File: config.mk
export PLATFORM = sky130hd
export DESIGN_NAME = startup_reset_clock_sequencer
export DESIGN_NICKNAME = d
export VERILOG_FILES = /design/src/core/startup_seq_pkg.sv /design/src/core/startup_count_timer.sv /design/src/core/startup_reset_clock_sequencer.sv
export SDC_FILE = /design/constraint.sdc
export NUM_CORES = 1
export LEC_CHECK = 0
export ABC_CLOCK_PERIOD_IN_PS = 5950
export BUFFER_PORTS_ARGS = -buffer_cell sky130_fd_sc_hd__buf_4
export CAP_MARGIN = 5
export CORE_MARGIN = 3
export CORE_UTILIZATION = 35
export CTS_CLUSTER_DIAMETER = 200
export DETAILED_ROUTE_END_ITERATION = 16
export PLACE_DENSITY = 0.61
export SETUP_SLACK_MARGIN = 0.1
export SLEW_MARGIN = 10
export SYNTH_ARGS = -nofsm -noshare
export SYNTH_HDL_FRONTEND = slang
export SYNTH_SLANG_ARGS = --single-unit
File: constraint.sdc
create_clock -name CLK -period 5.95 [get_ports CLK]
set_input_delay 0.595 -clock CLK [delete_from_list [all_inputs] [get_ports CLK]]
set_output_delay 0.595 -clock CLK [all_outputs]
set_load 0.005 [all_outputs]
File: src/core/startup_seq_pkg.sv
// ==========================================================================
// start-up sequencer shared constants
package startup_seq_pkg;

	// ======================================================================
	// timing
	localparam int unsigned CLK_FREQ_KHZ = 200000;
	localparam int unsigned POWERUP_TIMER_TIME_MS = 64;
	localparam int unsigned POWERUP_TIMER_CYCLES_DEF = POWERUP_TIMER_TIME_MS * CLK_FREQ_KHZ;
	localparam int unsigned OST_OSC_COUNT = 1024;
	localparam int unsigned OST_W = 11;
	localparam logic [3:0] MASTER_CLEAR_PIN_RELEASE_CYCLES = 4'hA;
	localparam int unsigned CLKOUT_DIV_W = 2;

	// ======================================================================
	// register map, byte addresses
	localparam int unsigned AXI_ADDR_W = 4;
	localparam logic [1:0] IDX_CFG = 2'h0;
	localparam logic [1:0] IDX_CLKSW = 2'h1;
	localparam logic [1:0] IDX_STATUS = 2'h2;
	localparam logic [1:0] IDX_NONE = 2'h3;
	localparam logic [AXI_ADDR_W-1:0] OFS_CFG = 4'h0;
	localparam logic [AXI_ADDR_W-1:0] OFS_CLKSW = 4'h4;
	localparam logic [AXI_ADDR_W-1:0] OFS_STATUS = 4'h8;
	localparam logic [1:0] RESP_OKAY = 2'h0;
	localparam logic [1:0] RESP_SLVERR = 2'h2;

	// ======================================================================
	// configuration register fields
	localparam int unsigned CFG_POWERUP_DELAY_SELECT_LSB = 0;
	localparam int unsigned CFG_POWERUP_DELAY_SELECT_W = 2;
	localparam int unsigned CFG_RCSS_LSB = 2;
	localparam int unsigned CFG_CLKOUT_BIT = 5;
	localparam int unsigned CFG_MCLRE_BIT = 6;
	localparam int unsigned CFG_GPIO_D_BIT = 7;
	localparam int unsigned CFG_GPIO_OE_BIT = 8;
	localparam logic [15:0] CFG_MASK = 16'h01FF;
	localparam logic [15:0] CFG_RESET = 16'h0059;

	// ======================================================================
	// clock switch register and status register fields
	localparam int unsigned CSW_NEW_CLOCK_SOURCE_SELECT_LSB = 0;
	localparam int unsigned CSW_NEW_CLOCK_DIVIDER_LSB = 4;
	localparam int unsigned STAT_ST_LSB = 0;
	localparam int unsigned STAT_POWERUP_TIMER_BIT = 4;
	localparam int unsigned STAT_OST_BIT = 5;
	localparam int unsigned STAT_MASTER_CLEAR_PIN_BIT = 6;
	localparam int unsigned STAT_BUSY_BIT = 7;
	localparam int unsigned STAT_SRC_LSB = 8;
	localparam int unsigned STAT_DIV_LSB = 12;
	localparam int unsigned STAT_PIN_BIT = 16;

	// ======================================================================
	// clock sources, amplifier gain and external clock power codes
	localparam int unsigned SRC_W = 3;
	localparam int unsigned DIV_W = 4;
	localparam logic [2:0] SRC_EXT_HIGH = 3'h0;
	localparam logic [2:0] SRC_EXT_MED = 3'h1;
	localparam logic [2:0] SRC_EXT_LOW = 3'h2;
	localparam logic [2:0] SRC_XTAL_LOW = 3'h3;
	localparam logic [2:0] SRC_XTAL_MED = 3'h4;
	localparam logic [2:0] SRC_XTAL_HIGH = 3'h5;
	localparam logic [2:0] SRC_INTERNAL = 3'h6;
	localparam logic [1:0] LVL_OFF = 2'h0;
	localparam logic [1:0] LVL_LOW = 2'h1;
	localparam logic [1:0] LVL_MED = 2'h2;
	localparam logic [1:0] LVL_HIGH = 2'h3;

	// ======================================================================
	// sequencer states
	typedef enum logic [3:0] {
		ST_HOLD = 4'h1,
		ST_WAIT = 4'h2,
		ST_DELAY = 4'h4,
		ST_RUN = 4'h8
	} seq_st_t;

endpackage : startup_seq_pkg

File: src/core/startup_count_timer.sv
`timescale 1ns/1ps
// ==========================================================================
// event counter that flags done once limit ticks have been seen
module startup_count_timer #(
	parameter int WIDTH = 11
) (
	input wire logic clk,
	input wire logic rst_n,
	input wire logic ce,
	input wire logic clear,
	input wire logic tick,
	input wire logic [WIDTH-1:0] limit,
	output logic done
);
	import startup_seq_pkg::*;

	typedef struct packed {
		logic [WIDTH-1:0] cnt;
		logic done;
	} tmr_state_t;

	tmr_state_t s_q;
	tmr_state_t s_d;

	// count stops at the limit so done stays a level until cleared
	always_comb begin
		s_d = s_q;
		if (!rst_n || clear) begin
			s_d = '0;
		end else if (tick && !s_q.done) begin
			s_d.cnt = s_q.cnt + WIDTH'(1);
			if (s_q.cnt + WIDTH'(1) == limit) begin
				s_d.done = 1'b1;
			end
		end
	end

	// frozen while ce is low, so a stopped clock loses nothing
	always_ff @(posedge clk) begin
		if (!rst_n || ce) begin
			s_q <= s_d;
		end
	end

	assign done = s_q.done;

endmodule : startup_count_timer

File: src/core/startup_reset_clock_sequencer.sv
// Decided for this implementation: register access over AXI4-Lite and the register offsets.
`timescale 1ns/1ps
// Operation
// - power-up timer gives 64 ms after release
// - core held in reset while power-up timer counts
// - power-up timer only with non-zero delay select
// - power-up timer starts after power-on and brown-out release
// - run needs both timers done, master clear released
// - timers run regardless of master clear pin
// - run starts 10 cycles after master clear rises
// - reset source select; run-time writes switch clock
// - external clock in; clock out pin or GPIO
// - three external clock power settings by configuration
// - external clock mode skips oscillator start-up timer
// - fully static: stopped clock keeps all state
// - crystal mode selects amplifier gain low/medium/high
// - crystal modes count 1024 oscillations after start
module startup_reset_clock_sequencer #(
	parameter int unsigned POWERUP_TIMER_CYCLES = startup_seq_pkg::POWERUP_TIMER_CYCLES_DEF
) (
	input wire logic CLK,
	input wire logic RST_N,
	input wire logic CE,
	input wire logic POR_ACTIVE,
	input wire logic BOR_ACTIVE,
	input wire logic MASTER_CLEAR_PIN_N,
	input wire logic CLOCK_IN_PIN,
	input wire logic WAKE,
	input wire logic CLOCK_OUT_PIN_I,
	output logic CLOCK_OUT_PIN_O,
	output logic CLOCK_OUT_PIN_OE_N,
	output logic CORE_RESET_N,
	output logic CORE_CLK_EN,
	output logic OSC_NOT_READY,
	output logic [startup_seq_pkg::SRC_W-1:0] SYS_CLK_SRC,
	output logic [startup_seq_pkg::DIV_W-1:0] SYS_CLK_DIV,
	output logic [1:0] AMP_GAIN,
	output logic [1:0] EXT_CLK_POWER,
	input wire logic [startup_seq_pkg::AXI_ADDR_W-1:0] AWADDR,
	input wire logic AWVALID,
	output logic AWREADY,
	input wire logic [31:0] WDATA,
	input wire logic [3:0] WSTRB,
	input wire logic WVALID,
	output logic WREADY,
	output logic [1:0] BRESP,
	output logic BVALID,
	input wire logic BREADY,
	input wire logic [startup_seq_pkg::AXI_ADDR_W-1:0] ARADDR,
	input wire logic ARVALID,
	output logic ARREADY,
	output logic [31:0] RDATA,
	output logic [1:0] RRESP,
	output logic RVALID,
	input wire logic RREADY
);
	import startup_seq_pkg::*;

	localparam int unsigned POWERUP_TIMER_W = $clog2(POWERUP_TIMER_CYCLES + 1);

	// ======================================================================
	// state
	typedef struct packed {
		seq_st_t st;
		logic [3:0] dly_cnt;
		logic master_clear_pin_meta;
		logic master_clear_pin_sync;
		logic clkin_q;
		logic [15:0] cfg;
		logic [SRC_W-1:0] src;
		logic [DIV_W-1:0] div;
		logic ost_restart;
		logic sw_busy;
		logic core_rst_n;
		logic core_clk_en;
		logic osc_nrdy;
		logic [CLKOUT_DIV_W-1:0] clkdiv;
		logic pin_o;
		logic pin_oe_n;
		logic [1:0] gain;
		logic [1:0] epow;
		logic awrdy;
		logic wrdy;
		logic aw_got;
		logic w_got;
		logic [1:0] aw_idx;
		logic [31:0] wdata;
		logic [3:0] wstrb;
		logic bvalid;
		logic [1:0] bresp;
		logic arrdy;
		logic rvalid;
		logic [31:0] rdata;
		logic [1:0] rresp;
	} seq_state_t;

	seq_state_t s_q;
	seq_state_t s_d;

	logic por_bor;
	logic powerup_timer_done;
	logic ost_done;
	logic powerup_timer_ok;
	logic ost_ok;
	logic master_clear_pin_ok;
	logic ost_clear;
	logic clkin_rise;
	logic [31:0] status;
	logic [31:0] cfg_merged;

	// ======================================================================
	// decoding helpers
	function automatic logic is_crystal(input logic [SRC_W-1:0] src);
		is_crystal = (src == SRC_XTAL_LOW) || (src == SRC_XTAL_MED) ||
			(src == SRC_XTAL_HIGH);
	endfunction : is_crystal

	function automatic logic [1:0] reg_index(
		input logic [AXI_ADDR_W-1:0] addr
	);
		case (addr)
			OFS_CFG: reg_index = IDX_CFG;
			OFS_CLKSW: reg_index = IDX_CLKSW;
			OFS_STATUS: reg_index = IDX_STATUS;
			default: reg_index = IDX_NONE;
		endcase
	endfunction : reg_index

	function automatic logic [31:0] merge(
		input logic [31:0] old_w,
		input logic [31:0] new_w,
		input logic [3:0] strb
	);
		merge = old_w;
		for (int b = 0; b < 4; b++) begin
			if (strb[b]) begin
				merge[8*b +: 8] = new_w[8*b +: 8];
			end
		end
	endfunction : merge

	// ======================================================================
	// start-up timers
	// only power-on and brown-out restart the delay, master clear does not
	assign por_bor = POR_ACTIVE || BOR_ACTIVE;
	assign clkin_rise = CLOCK_IN_PIN && !s_q.clkin_q;
	assign ost_clear = por_bor || s_q.ost_restart;

	startup_count_timer #(
		.WIDTH(POWERUP_TIMER_W)
	) u_powerup_timer (
		.clk(CLK),
		.rst_n(RST_N),
		.ce(CE),
		.clear(por_bor),
		.tick(1'b1),
		.limit(POWERUP_TIMER_W'(POWERUP_TIMER_CYCLES)),
		.done(powerup_timer_done)
	);

	// counts oscillations seen on the clock input, not system cycles
	startup_count_timer #(
		.WIDTH(OST_W)
	) u_ost (
		.clk(CLK),
		.rst_n(RST_N),
		.ce(CE),
		.clear(ost_clear),
		.tick(clkin_rise),
		.limit(OST_W'(OST_OSC_COUNT)),
		.done(ost_done)
	);

	// gating conditions for leaving reset
	assign powerup_timer_ok = (s_q.cfg[CFG_POWERUP_DELAY_SELECT_LSB +: CFG_POWERUP_DELAY_SELECT_W] == '0) ||
		powerup_timer_done;
	// restart cycle masked so the stale done never leaks through
	assign ost_ok = !is_crystal(s_q.src) ||
		(ost_done && !s_q.ost_restart);
	assign master_clear_pin_ok = !s_q.cfg[CFG_MCLRE_BIT] || s_q.master_clear_pin_sync;

	// byte lanes of a pending configuration write merged over the old word
	assign cfg_merged = merge({16'h0000, s_q.cfg}, s_q.wdata, s_q.wstrb);

	// status word as software sees it
	always_comb begin
		status = '0;
		status[STAT_ST_LSB +: 4] = s_q.st;
		status[STAT_POWERUP_TIMER_BIT] = powerup_timer_ok;
		status[STAT_OST_BIT] = ost_ok;
		status[STAT_MASTER_CLEAR_PIN_BIT] = s_q.master_clear_pin_sync;
		status[STAT_BUSY_BIT] = s_q.sw_busy;
		status[STAT_SRC_LSB +: SRC_W] = s_q.src;
		status[STAT_DIV_LSB +: DIV_W] = s_q.div;
		status[STAT_PIN_BIT] = CLOCK_OUT_PIN_I;
	end

	// ======================================================================
	// next state
	always_comb begin
		s_d = s_q;
		s_d.ost_restart = 1'b0;

		// two-stage synchroniser, only the second stage is used
		s_d.master_clear_pin_meta = MASTER_CLEAR_PIN_N;
		s_d.master_clear_pin_sync = s_q.master_clear_pin_meta;
		s_d.clkin_q = CLOCK_IN_PIN;

		// bus write channels are taken independently, in any order
		if (AWVALID && s_q.awrdy) begin
			s_d.awrdy = 1'b0;
			s_d.aw_got = 1'b1;
			s_d.aw_idx = reg_index(AWADDR);
		end
		if (WVALID && s_q.wrdy) begin
			s_d.wrdy = 1'b0;
			s_d.w_got = 1'b1;
			s_d.wdata = WDATA;
			s_d.wstrb = WSTRB;
		end
		if (s_q.aw_got && s_q.w_got && !s_q.bvalid) begin
			s_d.aw_got = 1'b0;
			s_d.w_got = 1'b0;
			s_d.bvalid = 1'b1;
			s_d.bresp = RESP_OKAY;
			case (s_q.aw_idx)
				IDX_CFG: begin
					s_d.cfg = cfg_merged[15:0] & CFG_MASK;
				end
				IDX_CLKSW: begin
					// a run-time switch; a crystal restarts its count
					if (s_q.wstrb[0]) begin
						s_d.src = s_q.wdata[CSW_NEW_CLOCK_SOURCE_SELECT_LSB +: SRC_W];
						s_d.div = s_q.wdata[CSW_NEW_CLOCK_DIVIDER_LSB +: DIV_W];
						s_d.ost_restart = is_crystal(s_d.src);
						s_d.sw_busy = is_crystal(s_d.src);
					end
				end
				IDX_STATUS: begin
					s_d.bresp = RESP_OKAY;
				end
				default: begin
					s_d.bresp = RESP_SLVERR;
				end
			endcase
		end
		if (s_q.bvalid && BREADY) begin
			s_d.bvalid = 1'b0;
			s_d.awrdy = 1'b1;
			s_d.wrdy = 1'b1;
		end

		// bus read, answered the cycle after the address is taken
		if (ARVALID && s_q.arrdy) begin
			s_d.arrdy = 1'b0;
			s_d.rvalid = 1'b1;
			s_d.rresp = RESP_OKAY;
			case (reg_index(ARADDR))
				IDX_CFG: s_d.rdata = {16'h0000, s_q.cfg};
				IDX_CLKSW: s_d.rdata = {24'h000000, s_q.div, 1'b0, s_q.src};
				IDX_STATUS: s_d.rdata = status;
				default: begin
					s_d.rdata = 32'h00000000;
					s_d.rresp = RESP_SLVERR;
				end
			endcase
		end
		if (s_q.rvalid && RREADY) begin
			s_d.rvalid = 1'b0;
			s_d.arrdy = 1'b1;
		end

		// switch busy clears once the crystal count is through
		if (ost_ok && !s_d.ost_restart) begin
			s_d.sw_busy = 1'b0;
		end

		// wake from sleep re-arms the crystal count only
		if (WAKE && s_q.st == ST_RUN && is_crystal(s_q.src)) begin
			s_d.ost_restart = 1'b1;
		end

		// start-up sequence
		case (s_q.st)
			ST_HOLD: begin
				if (!por_bor) begin
					s_d.st = ST_WAIT;
				end
			end
			ST_WAIT: begin
				// timers keep running here whatever the pin does
				if (powerup_timer_ok && ost_ok && master_clear_pin_ok) begin
					s_d.st = ST_DELAY;
					s_d.dly_cnt = 4'h1;
				end
			end
			ST_DELAY: begin
				if (!master_clear_pin_ok) begin
					s_d.st = ST_WAIT;
				end else if (s_q.dly_cnt == MASTER_CLEAR_PIN_RELEASE_CYCLES - 4'h1) begin
					s_d.st = ST_RUN;
				end else begin
					s_d.dly_cnt = s_q.dly_cnt + 4'h1;
				end
			end
			ST_RUN: begin
				// master clear reset reloads the reset clock choice
				if (!master_clear_pin_ok) begin
					s_d.st = ST_WAIT;
					s_d.src = s_q.cfg[CFG_RCSS_LSB +: SRC_W];
					s_d.div = '0;
				end
			end
			default: begin
				s_d.st = ST_HOLD;
			end
		endcase

		// power-on or brown-out overrides the sequence state, clock choice and switch busy
		if (por_bor) begin
			s_d.st = ST_HOLD;
			s_d.src = s_q.cfg[CFG_RCSS_LSB +: SRC_W];
			s_d.div = '0;
			s_d.sw_busy = 1'b0;
		end

		// registered outputs
		s_d.core_rst_n = (s_d.st == ST_RUN);
		s_d.core_clk_en = ost_ok && (s_q.st != ST_HOLD);
		s_d.osc_nrdy = !ost_ok;
		s_d.gain = LVL_OFF;
		s_d.epow = LVL_OFF;
		case (s_d.src)
			SRC_XTAL_LOW: s_d.gain = LVL_LOW;
			SRC_XTAL_MED: s_d.gain = LVL_MED;
			SRC_XTAL_HIGH: s_d.gain = LVL_HIGH;
			SRC_EXT_LOW: s_d.epow = LVL_LOW;
			SRC_EXT_MED: s_d.epow = LVL_MED;
			SRC_EXT_HIGH: s_d.epow = LVL_HIGH;
			default: s_d.gain = LVL_OFF;
		endcase

		// clock out pin: divided clock or software-driven GPIO
		s_d.clkdiv = s_q.clkdiv + CLKOUT_DIV_W'(1);
		s_d.pin_o = s_q.cfg[CFG_CLKOUT_BIT] ?
			s_d.clkdiv[CLKOUT_DIV_W-1] : s_q.cfg[CFG_GPIO_D_BIT];
		s_d.pin_oe_n = !(s_q.cfg[CFG_CLKOUT_BIT] ||
			s_q.cfg[CFG_GPIO_OE_BIT]);

		// synchronous reset, taken even while ce is low
		if (!RST_N) begin
			s_d = '0;
			s_d.st = ST_HOLD;
			s_d.cfg = CFG_RESET;
			s_d.src = CFG_RESET[CFG_RCSS_LSB +: SRC_W];
			s_d.pin_oe_n = 1'b1;
			s_d.awrdy = 1'b1;
			s_d.wrdy = 1'b1;
			s_d.arrdy = 1'b1;
		end
	end

	// ======================================================================
	// state register
	// ce low freezes every bit, so a halted clock resumes exactly
	always_ff @(posedge CLK) begin
		if (!RST_N || CE) begin
			s_q <= s_d;
		end
	end

	// ======================================================================
	// outputs, all straight from the state register
	assign CORE_RESET_N = s_q.core_rst_n;
	assign CORE_CLK_EN = s_q.core_clk_en;
	assign OSC_NOT_READY = s_q.osc_nrdy;
	assign SYS_CLK_SRC = s_q.src;
	assign SYS_CLK_DIV = s_q.div;
	assign AMP_GAIN = s_q.gain;
	assign EXT_CLK_POWER = s_q.epow;
	assign CLOCK_OUT_PIN_O = s_q.pin_o;
	assign CLOCK_OUT_PIN_OE_N = s_q.pin_oe_n;
	assign AWREADY = s_q.awrdy;
	assign WREADY = s_q.wrdy;
	assign BVALID = s_q.bvalid;
	assign BRESP = s_q.bresp;
	assign ARREADY = s_q.arrdy;
	assign RVALID = s_q.rvalid;
	assign RDATA = s_q.rdata;
	assign RRESP = s_q.rresp;

endmodule : startup_reset_clock_sequencer

* Word level (Yosys, flattened, before mapping)
Index checks and enable logic that the tools add are counted.
Storage, ports and cells: flip-flop bits (word level) 140, output and inout port bits 57, logic and storage cells 203
Operators by class: $add $sub $neg 4, equality and inequality tests 49, multiplexer cells 40, bitwise logic cells 1, reductions and logical operators 72
Operator list (number):
- $pmux 17 s3 | 1
- $mux 25 | 2
- $mux 36 | 1
- $add 24x1->24 const B | 1
- $eq 24x24->1 const B | 1
- $mux 4 | 6
- $pmux 2 s3 | 4
- $reduce_and 2->1 | 12
- $mux 7 | 3
- $ne 3x1->1 const B | 7
- $eq 4x4->1 const B | 5
- $eq 3x3->1 const B | 6
- $mux 9 | 2
- $logic_and 1x1->1 | 16
- $mux 16 | 1
- $mux 8 | 2
- $ne 4x1->1 const B | 4
- $pmux 4 s4 | 1
- $ne 2x1->1 const B | 7
- $logic_or 1x1->1 | 13
- $mux 13 | 1
- $eq 3x2->1 const B | 4
- $eq 4x3->1 const B | 3
- $mux 12 | 1
- 26 further kinds | 62

* Longest topological paths before layout
depth in word-level cells 11, depth in mapped cells 8

* Cells and area by module
Synthesis repeated with hierarchy kept, for this count alone.
Unflattened totals: cell total of the unflattened synthesis 648, area, all modules 6932.9 um^2
By module, submodules not included:
- startup_reset_clock_sequencer | instances 1, cells each 360, area each 4028.9 um^2, seq. area each 2342.2 um^2
- startup_count_timer at u_powerup_timer | instances 1, cells each 209, area each 2040.7 um^2, seq. area each 750.7 um^2
- startup_count_timer at u_ost | instances 1, cells each 79, area each 863.3 um^2, seq. area each 360.3 um^2

* Least setup slack after synthesis
Ideal clock, no wire load.
path kind in2reg, start point input port RST_N, end point register u_powerup_timer.s_q[10] (netlist bit) (enable), library setup time 413 ps, arrival 2266 ps, setup slack 3271 ps, stages on the path 4, cell sequence clkbuf_1 > nor2b_1 > clkbuf_1 > a21oi_1
On the way: word-level cells in the longest chain between the ends 4, elaborated cells between the ends (all ways) 5, those cells by class eq/ne (1); reduce/logical (4)
Ends and longest elaborated chain:
- start, declared | RTL line startup_reset_clock_sequencer.sv:22 | input wire logic RST_N,
- $logic_not 1->1 * | RTL line startup_count_timer.sv:28, startup_count_timer.sv:40
- $logic_or 1x1->1 | RTL line startup_count_timer.sv:28 | if (!rst_n || clear) begin
- $ne 2x2->1 (no line)
- $reduce_and 2->1 (no line) *
- end signal, assigned | RTL line startup_count_timer.sv:41 | s_q <= s_d;
- end, declared | RTL line startup_count_timer.sv:22 | tmr_state_t s_q;
Every way passes the cells marked *; elsewhere a longest branch is shown, timed or not. A chain may end at the register's enable or synchronous reset.

* Final worst setup path
start point register s_q, in the netlist BVALID, end point register s_q, in the netlist AMP_GAIN[0] (data pin)
On the way: word-level cells in the longest chain between the ends 8, elaborated cells between the ends (all ways) 10, those cells by class eq/ne (3); mux (5); reduce/logical (2)
Ends and longest elaborated chain:
- start, declared | RTL line startup_reset_clock_sequencer.sv:97 | seq_state_t s_q;
- start signal, assigned | RTL line startup_reset_clock_sequencer.sv:368 | s_q <= s_d;
- $logic_not 1->1 * | RTL line startup_reset_clock_sequencer.sv:221 | if (s_q.aw_got && s_q.w_got && !s_q.bvalid) begin
- $logic_and 1x1->1 * | RTL line startup_reset_clock_sequencer.sv:221
- $mux 25 * | RTL line startup_reset_clock_sequencer.sv:221
- $mux 7 | RTL line startup_reset_clock_sequencer.sv:308 | if (!master_clear_pin_ok) begin
- $mux 7 * | RTL line startup_reset_clock_sequencer.sv:284 | case (s_q.st)
- $mux 7 * | RTL line startup_reset_clock_sequencer.sv:320 | if (por_bor) begin
- $eq 3x3->1 or $eq 3x2->1 (tied branches) | RTL line startup_reset_clock_sequencer.sv:333 | case (s_d.src)
- $pmux 2 s3 * | RTL line startup_reset_clock_sequencer.sv:333
Every way passes the cells marked *; elsewhere a longest branch is shown, timed or not. The select of a mux whose other input is x is not followed.

==> flow_metrics.py <==
metrics = {
    "worst_setup_path": {
        "ff2ff_path_depth": 6,
        "rrSetupSlack_ns": 3.20,
        "crit_type": "reg2reg",
        "required_ns": 6.12,
        "worstPathMaxFanout": 12,
        "critPathLaunchType": "register",
        "arrival_ns": 2.92,
        "r2r-end": "AMP_GAIN[0]$_SDFFCE_PN0N_",
        "end_kind": "register",
        "crit_start": "BVALID$_SDFFCE_PP0P_",
        "rr_startpoint": "BVALID$_SDFFCE_PP0P_",
    },
    "sta": {
        "hold_viol": 0,
        "max_freq_mhz": 363,
        "setup_viol": 0,
        "period_needed_ns": 2.75,
        "worst_pin_slew_ns": 0.937,
        "period_share": 0.462,
        "slew-limit-headroom": 0.370,
        "tns_ns": 0,
        "maxSlewViolCount": 0,
        "rsz0062_at_grt": "no",
        "fin_skew_ns": 0.00916,
    },
    "logic_synthesis": {
        "ys_seq_area_frac": 0.556,
        "yosys.area.top_type": "edfxtp_1",
        "ys.flop_type": "edfxtp_1",
        "syn_area_per_cell_um2": 10.9,
        "synth_cell_types": 59,
        "synth_area_um2": 6210,
        "netlist_instances": 569,
        "synth-seq-cells": 115,
        "synthDominantCellAreaShare": 0.556,
        "async_flop_share": 0,
        "synthTopCellsByArea": "edfxtp_1, buf_4, nor2_1",
        "yosysWarningCount": 0,
        "synth-edff-count": 115,
    },
    "power": {
        "p_int_uw": 1680,
        "power.density_nw_per_um2": 299,
        "pwr-share-seq": 0.462,
        "pwr-share-clk": 0.459,
        "power.total_uw": 2170,
        "comb_power_share": 0.079,
        "swShare": 0.224,
        "peakVddDrop_v": 0.000188,
        "p_leak_uw": 0.00274,
        "netSwitchingPower_uw": 485,
    },
    "cts": {
        "postCtsSetupBuffers": 0,
        "clkLatencyLatePin_ns": 0.42,
        "postCtsHoldBufs": 0,
        "numCtsBuffers": 17,
        "h-tree-depth": 4,
        "clkTransAtPathRegs_ns": 0.05,
        "max-clock-path-buffers": 2,
        "cts_tree": "done",
        "numClockSinks": 115,
        "cts_resized": 0,
        "root_buffer": "clkbuf_16",
    },
    "finish": {
        "mostFrequentLayoutCells": "edfxtp_1, buf_4, nor2_1",
        "design_area_um2": 7240,
        "drive_above_1_share": 0.187,
        "syn_to_final_growth_pct": 16.4,
        "num_antenna_cells": 0,
        "final_common_cell": "edfxtp_1",
        "nFillCells": 1645,
        "nNetsFinal": 672,
    },
    "global_routing": {
        "grt_use_total": 0.139,
        "antenna_found_initial": 0,
        "grt_max_degree": 59,
        "grt_pass1_wl_um": 21200,
        "grt_overflow": 0,
        "grt_pass1_vias": 4105,
    },
    "outcome": {
        "outcome": "finished clean",
    },
    "route": {
        "via_per_inst": 5.00,
        "wirelength_um": 13300,
        "initialDrtViolationCount": 335,
        "wl_per_cell_um": 15.8,
        "first_pass_iters": 4,
        "ant_nets": 0,
        "drc": 0,
        "via_count": 4227,
    },
    "die": {
        "dieArea_um2": 19400,
        "core_area_um2": 17400,
        "rows": 48,
        "die_h_um": 139,
        "io_pins": 115,
        "initial_core_util": 0.358,
        "chipWidth_um": 139,
    },
    "min_path": {
        "holdPathEnd": "s_q[76]$_SDFFCE_PN0P_",
        "hold_path_class": "in2reg",
        "hold_depth": 2,
        "holdCritStartpoint": "AWADDR[3]",
    },
    "placed_design": {
        "dp_hpwl_um": 9510,
        "routabilityCongestion": 0.805,
        "portBuffers": 71,
        "post_dp_cell_area_um2": 6660,
    },
    "job": {
        "drv_cap": 0,
    },
}
==> layer usage <==
| layer | up-vias | routed length, um | GRT usage |
|---|---|---|---|
| li1 | 2064 | - | - |
| met1 | 2011 | 6230 | 0.185 |
| met2 | 131 | 5990 | 0.210 |
| met3 | 21 | 908 | 0.0498 |
| met4 | 0 | 202 | 0.0484 |
| met5 | - | 0 | 0 |
==> kinds of logic (layout without fill, tap and decap cells) <==
group | after synthesis | in the layout | share of synthesized area
AO/OA/AOI/OAI | 66 | 66 | 0.0648
XOR/XNOR | 29 | 29 | 0.0409
adder cells (fa/ha/maj) | 5 | 5 | 0.0101
buffers and inverters | 84 | 119 | 0.0825
flip-flops | 115 | 115 | 0.556
multiplexers | 20 | 20 | 0.0328
other | 1 | 18 | 0.000603
AND/OR/NAND/NOR | 249 | 249 | 0.213
==> final cells by class <==
type | instances | area, um^2 | share of cell area
multi-input combinational | 387 | 2320 | 0.320
clock inverter | 12 | 140 | 0.0194
clock buffer | 19 | 433 | 0.0598
tap | 225 | 282 | 0.0389
inverter | 13 | 48.8 | 0.00674
timing repair buffer | 75 | 563 | 0.0778
sequential | 115 | 3450 | 0.477
==> worst max-delay path by stage <==
stage / endpoint / slack, ns / cells past startpoint
detailed placement: u_ost.s_q[6]$_SDFFCE_PN0P_ / 2.85 / 4
global placement: u_ost.s_q[8]$_SDFFCE_PN0P_ / 2.88 / 4
floorplan: u_powerup_timer.s_q[10]$_SDFFCE_PP0P_ / 3.27 / 4
CTS: AMP_GAIN[0]$_SDFFCE_PN0N_ / 3.21 / 6
finish: AMP_GAIN[0]$_SDFFCE_PN0N_ / 3.20 / 6
global route: AMP_GAIN[0]$_SDFFCE_PN0N_ / 3.06 / 6
==> synth_stat cells (all sizes together) (3+ instances only) <==
master	count
and2	30
and3	11
nand2	49
and4	5
inv	13
clkbuf	15
o21a	3
a31oi	3
nor2	62
or3	9
mux2i	17
xor2	18
nor3	7
nand4	16
o21ai	17
ha	5
nand2b	7
mux2	3
edfxtp	115
nor4b	3
buf	56
nor3b	4
nor2b	12
a21oi	25
xnor2	11
nand3	18
nor4	6
==> power groups by stage <==
stage	Sequential, uW	Combinational, uW	Clock, uW
2_1_floorplan	996	129	0
3_3_place_gp	1010	168	0
3_5_place_dp	1020	172	0
4_1_cts	1000	173	1020
5_1_grt	1010	190	1060
6_report	1000	170	995
==> sequential cells by signal, summed over array words and instances (netlist names), 2 cells and up <==
name                 flops
s_q                     39
u_powerup_timer.s_q     24
RDATA                   16
u_ost.s_q               11
SYS_CLK_DIV              4
SYS_CLK_SRC              3
AMP_GAIN                 2
EXT_CLK_POWER            2
==> stage by stage <==
stage	std cells	setup WS [ns]	hold slack, ns	util
finish	846	3.20	0.462	0.417
global route	846	3.06	0.453	0.417
CTS	846	3.21	0.441	0.417
detailed placement	815	2.85	0.529	0.384
global placement	815	2.88	0.507	0.384
floorplan	586	3.27	0.492	-
==> critical path, cell delays in order, from the launching register on <==
cell and delay (ns):
edfxtp_1 0.41, and3b_1 0.44, and4b_1 0.60, mux2_2 0.39, mux2i_1 0.37, xor2_1 0.11, and2_1 0.17
(Power assumes the default switching activity.)
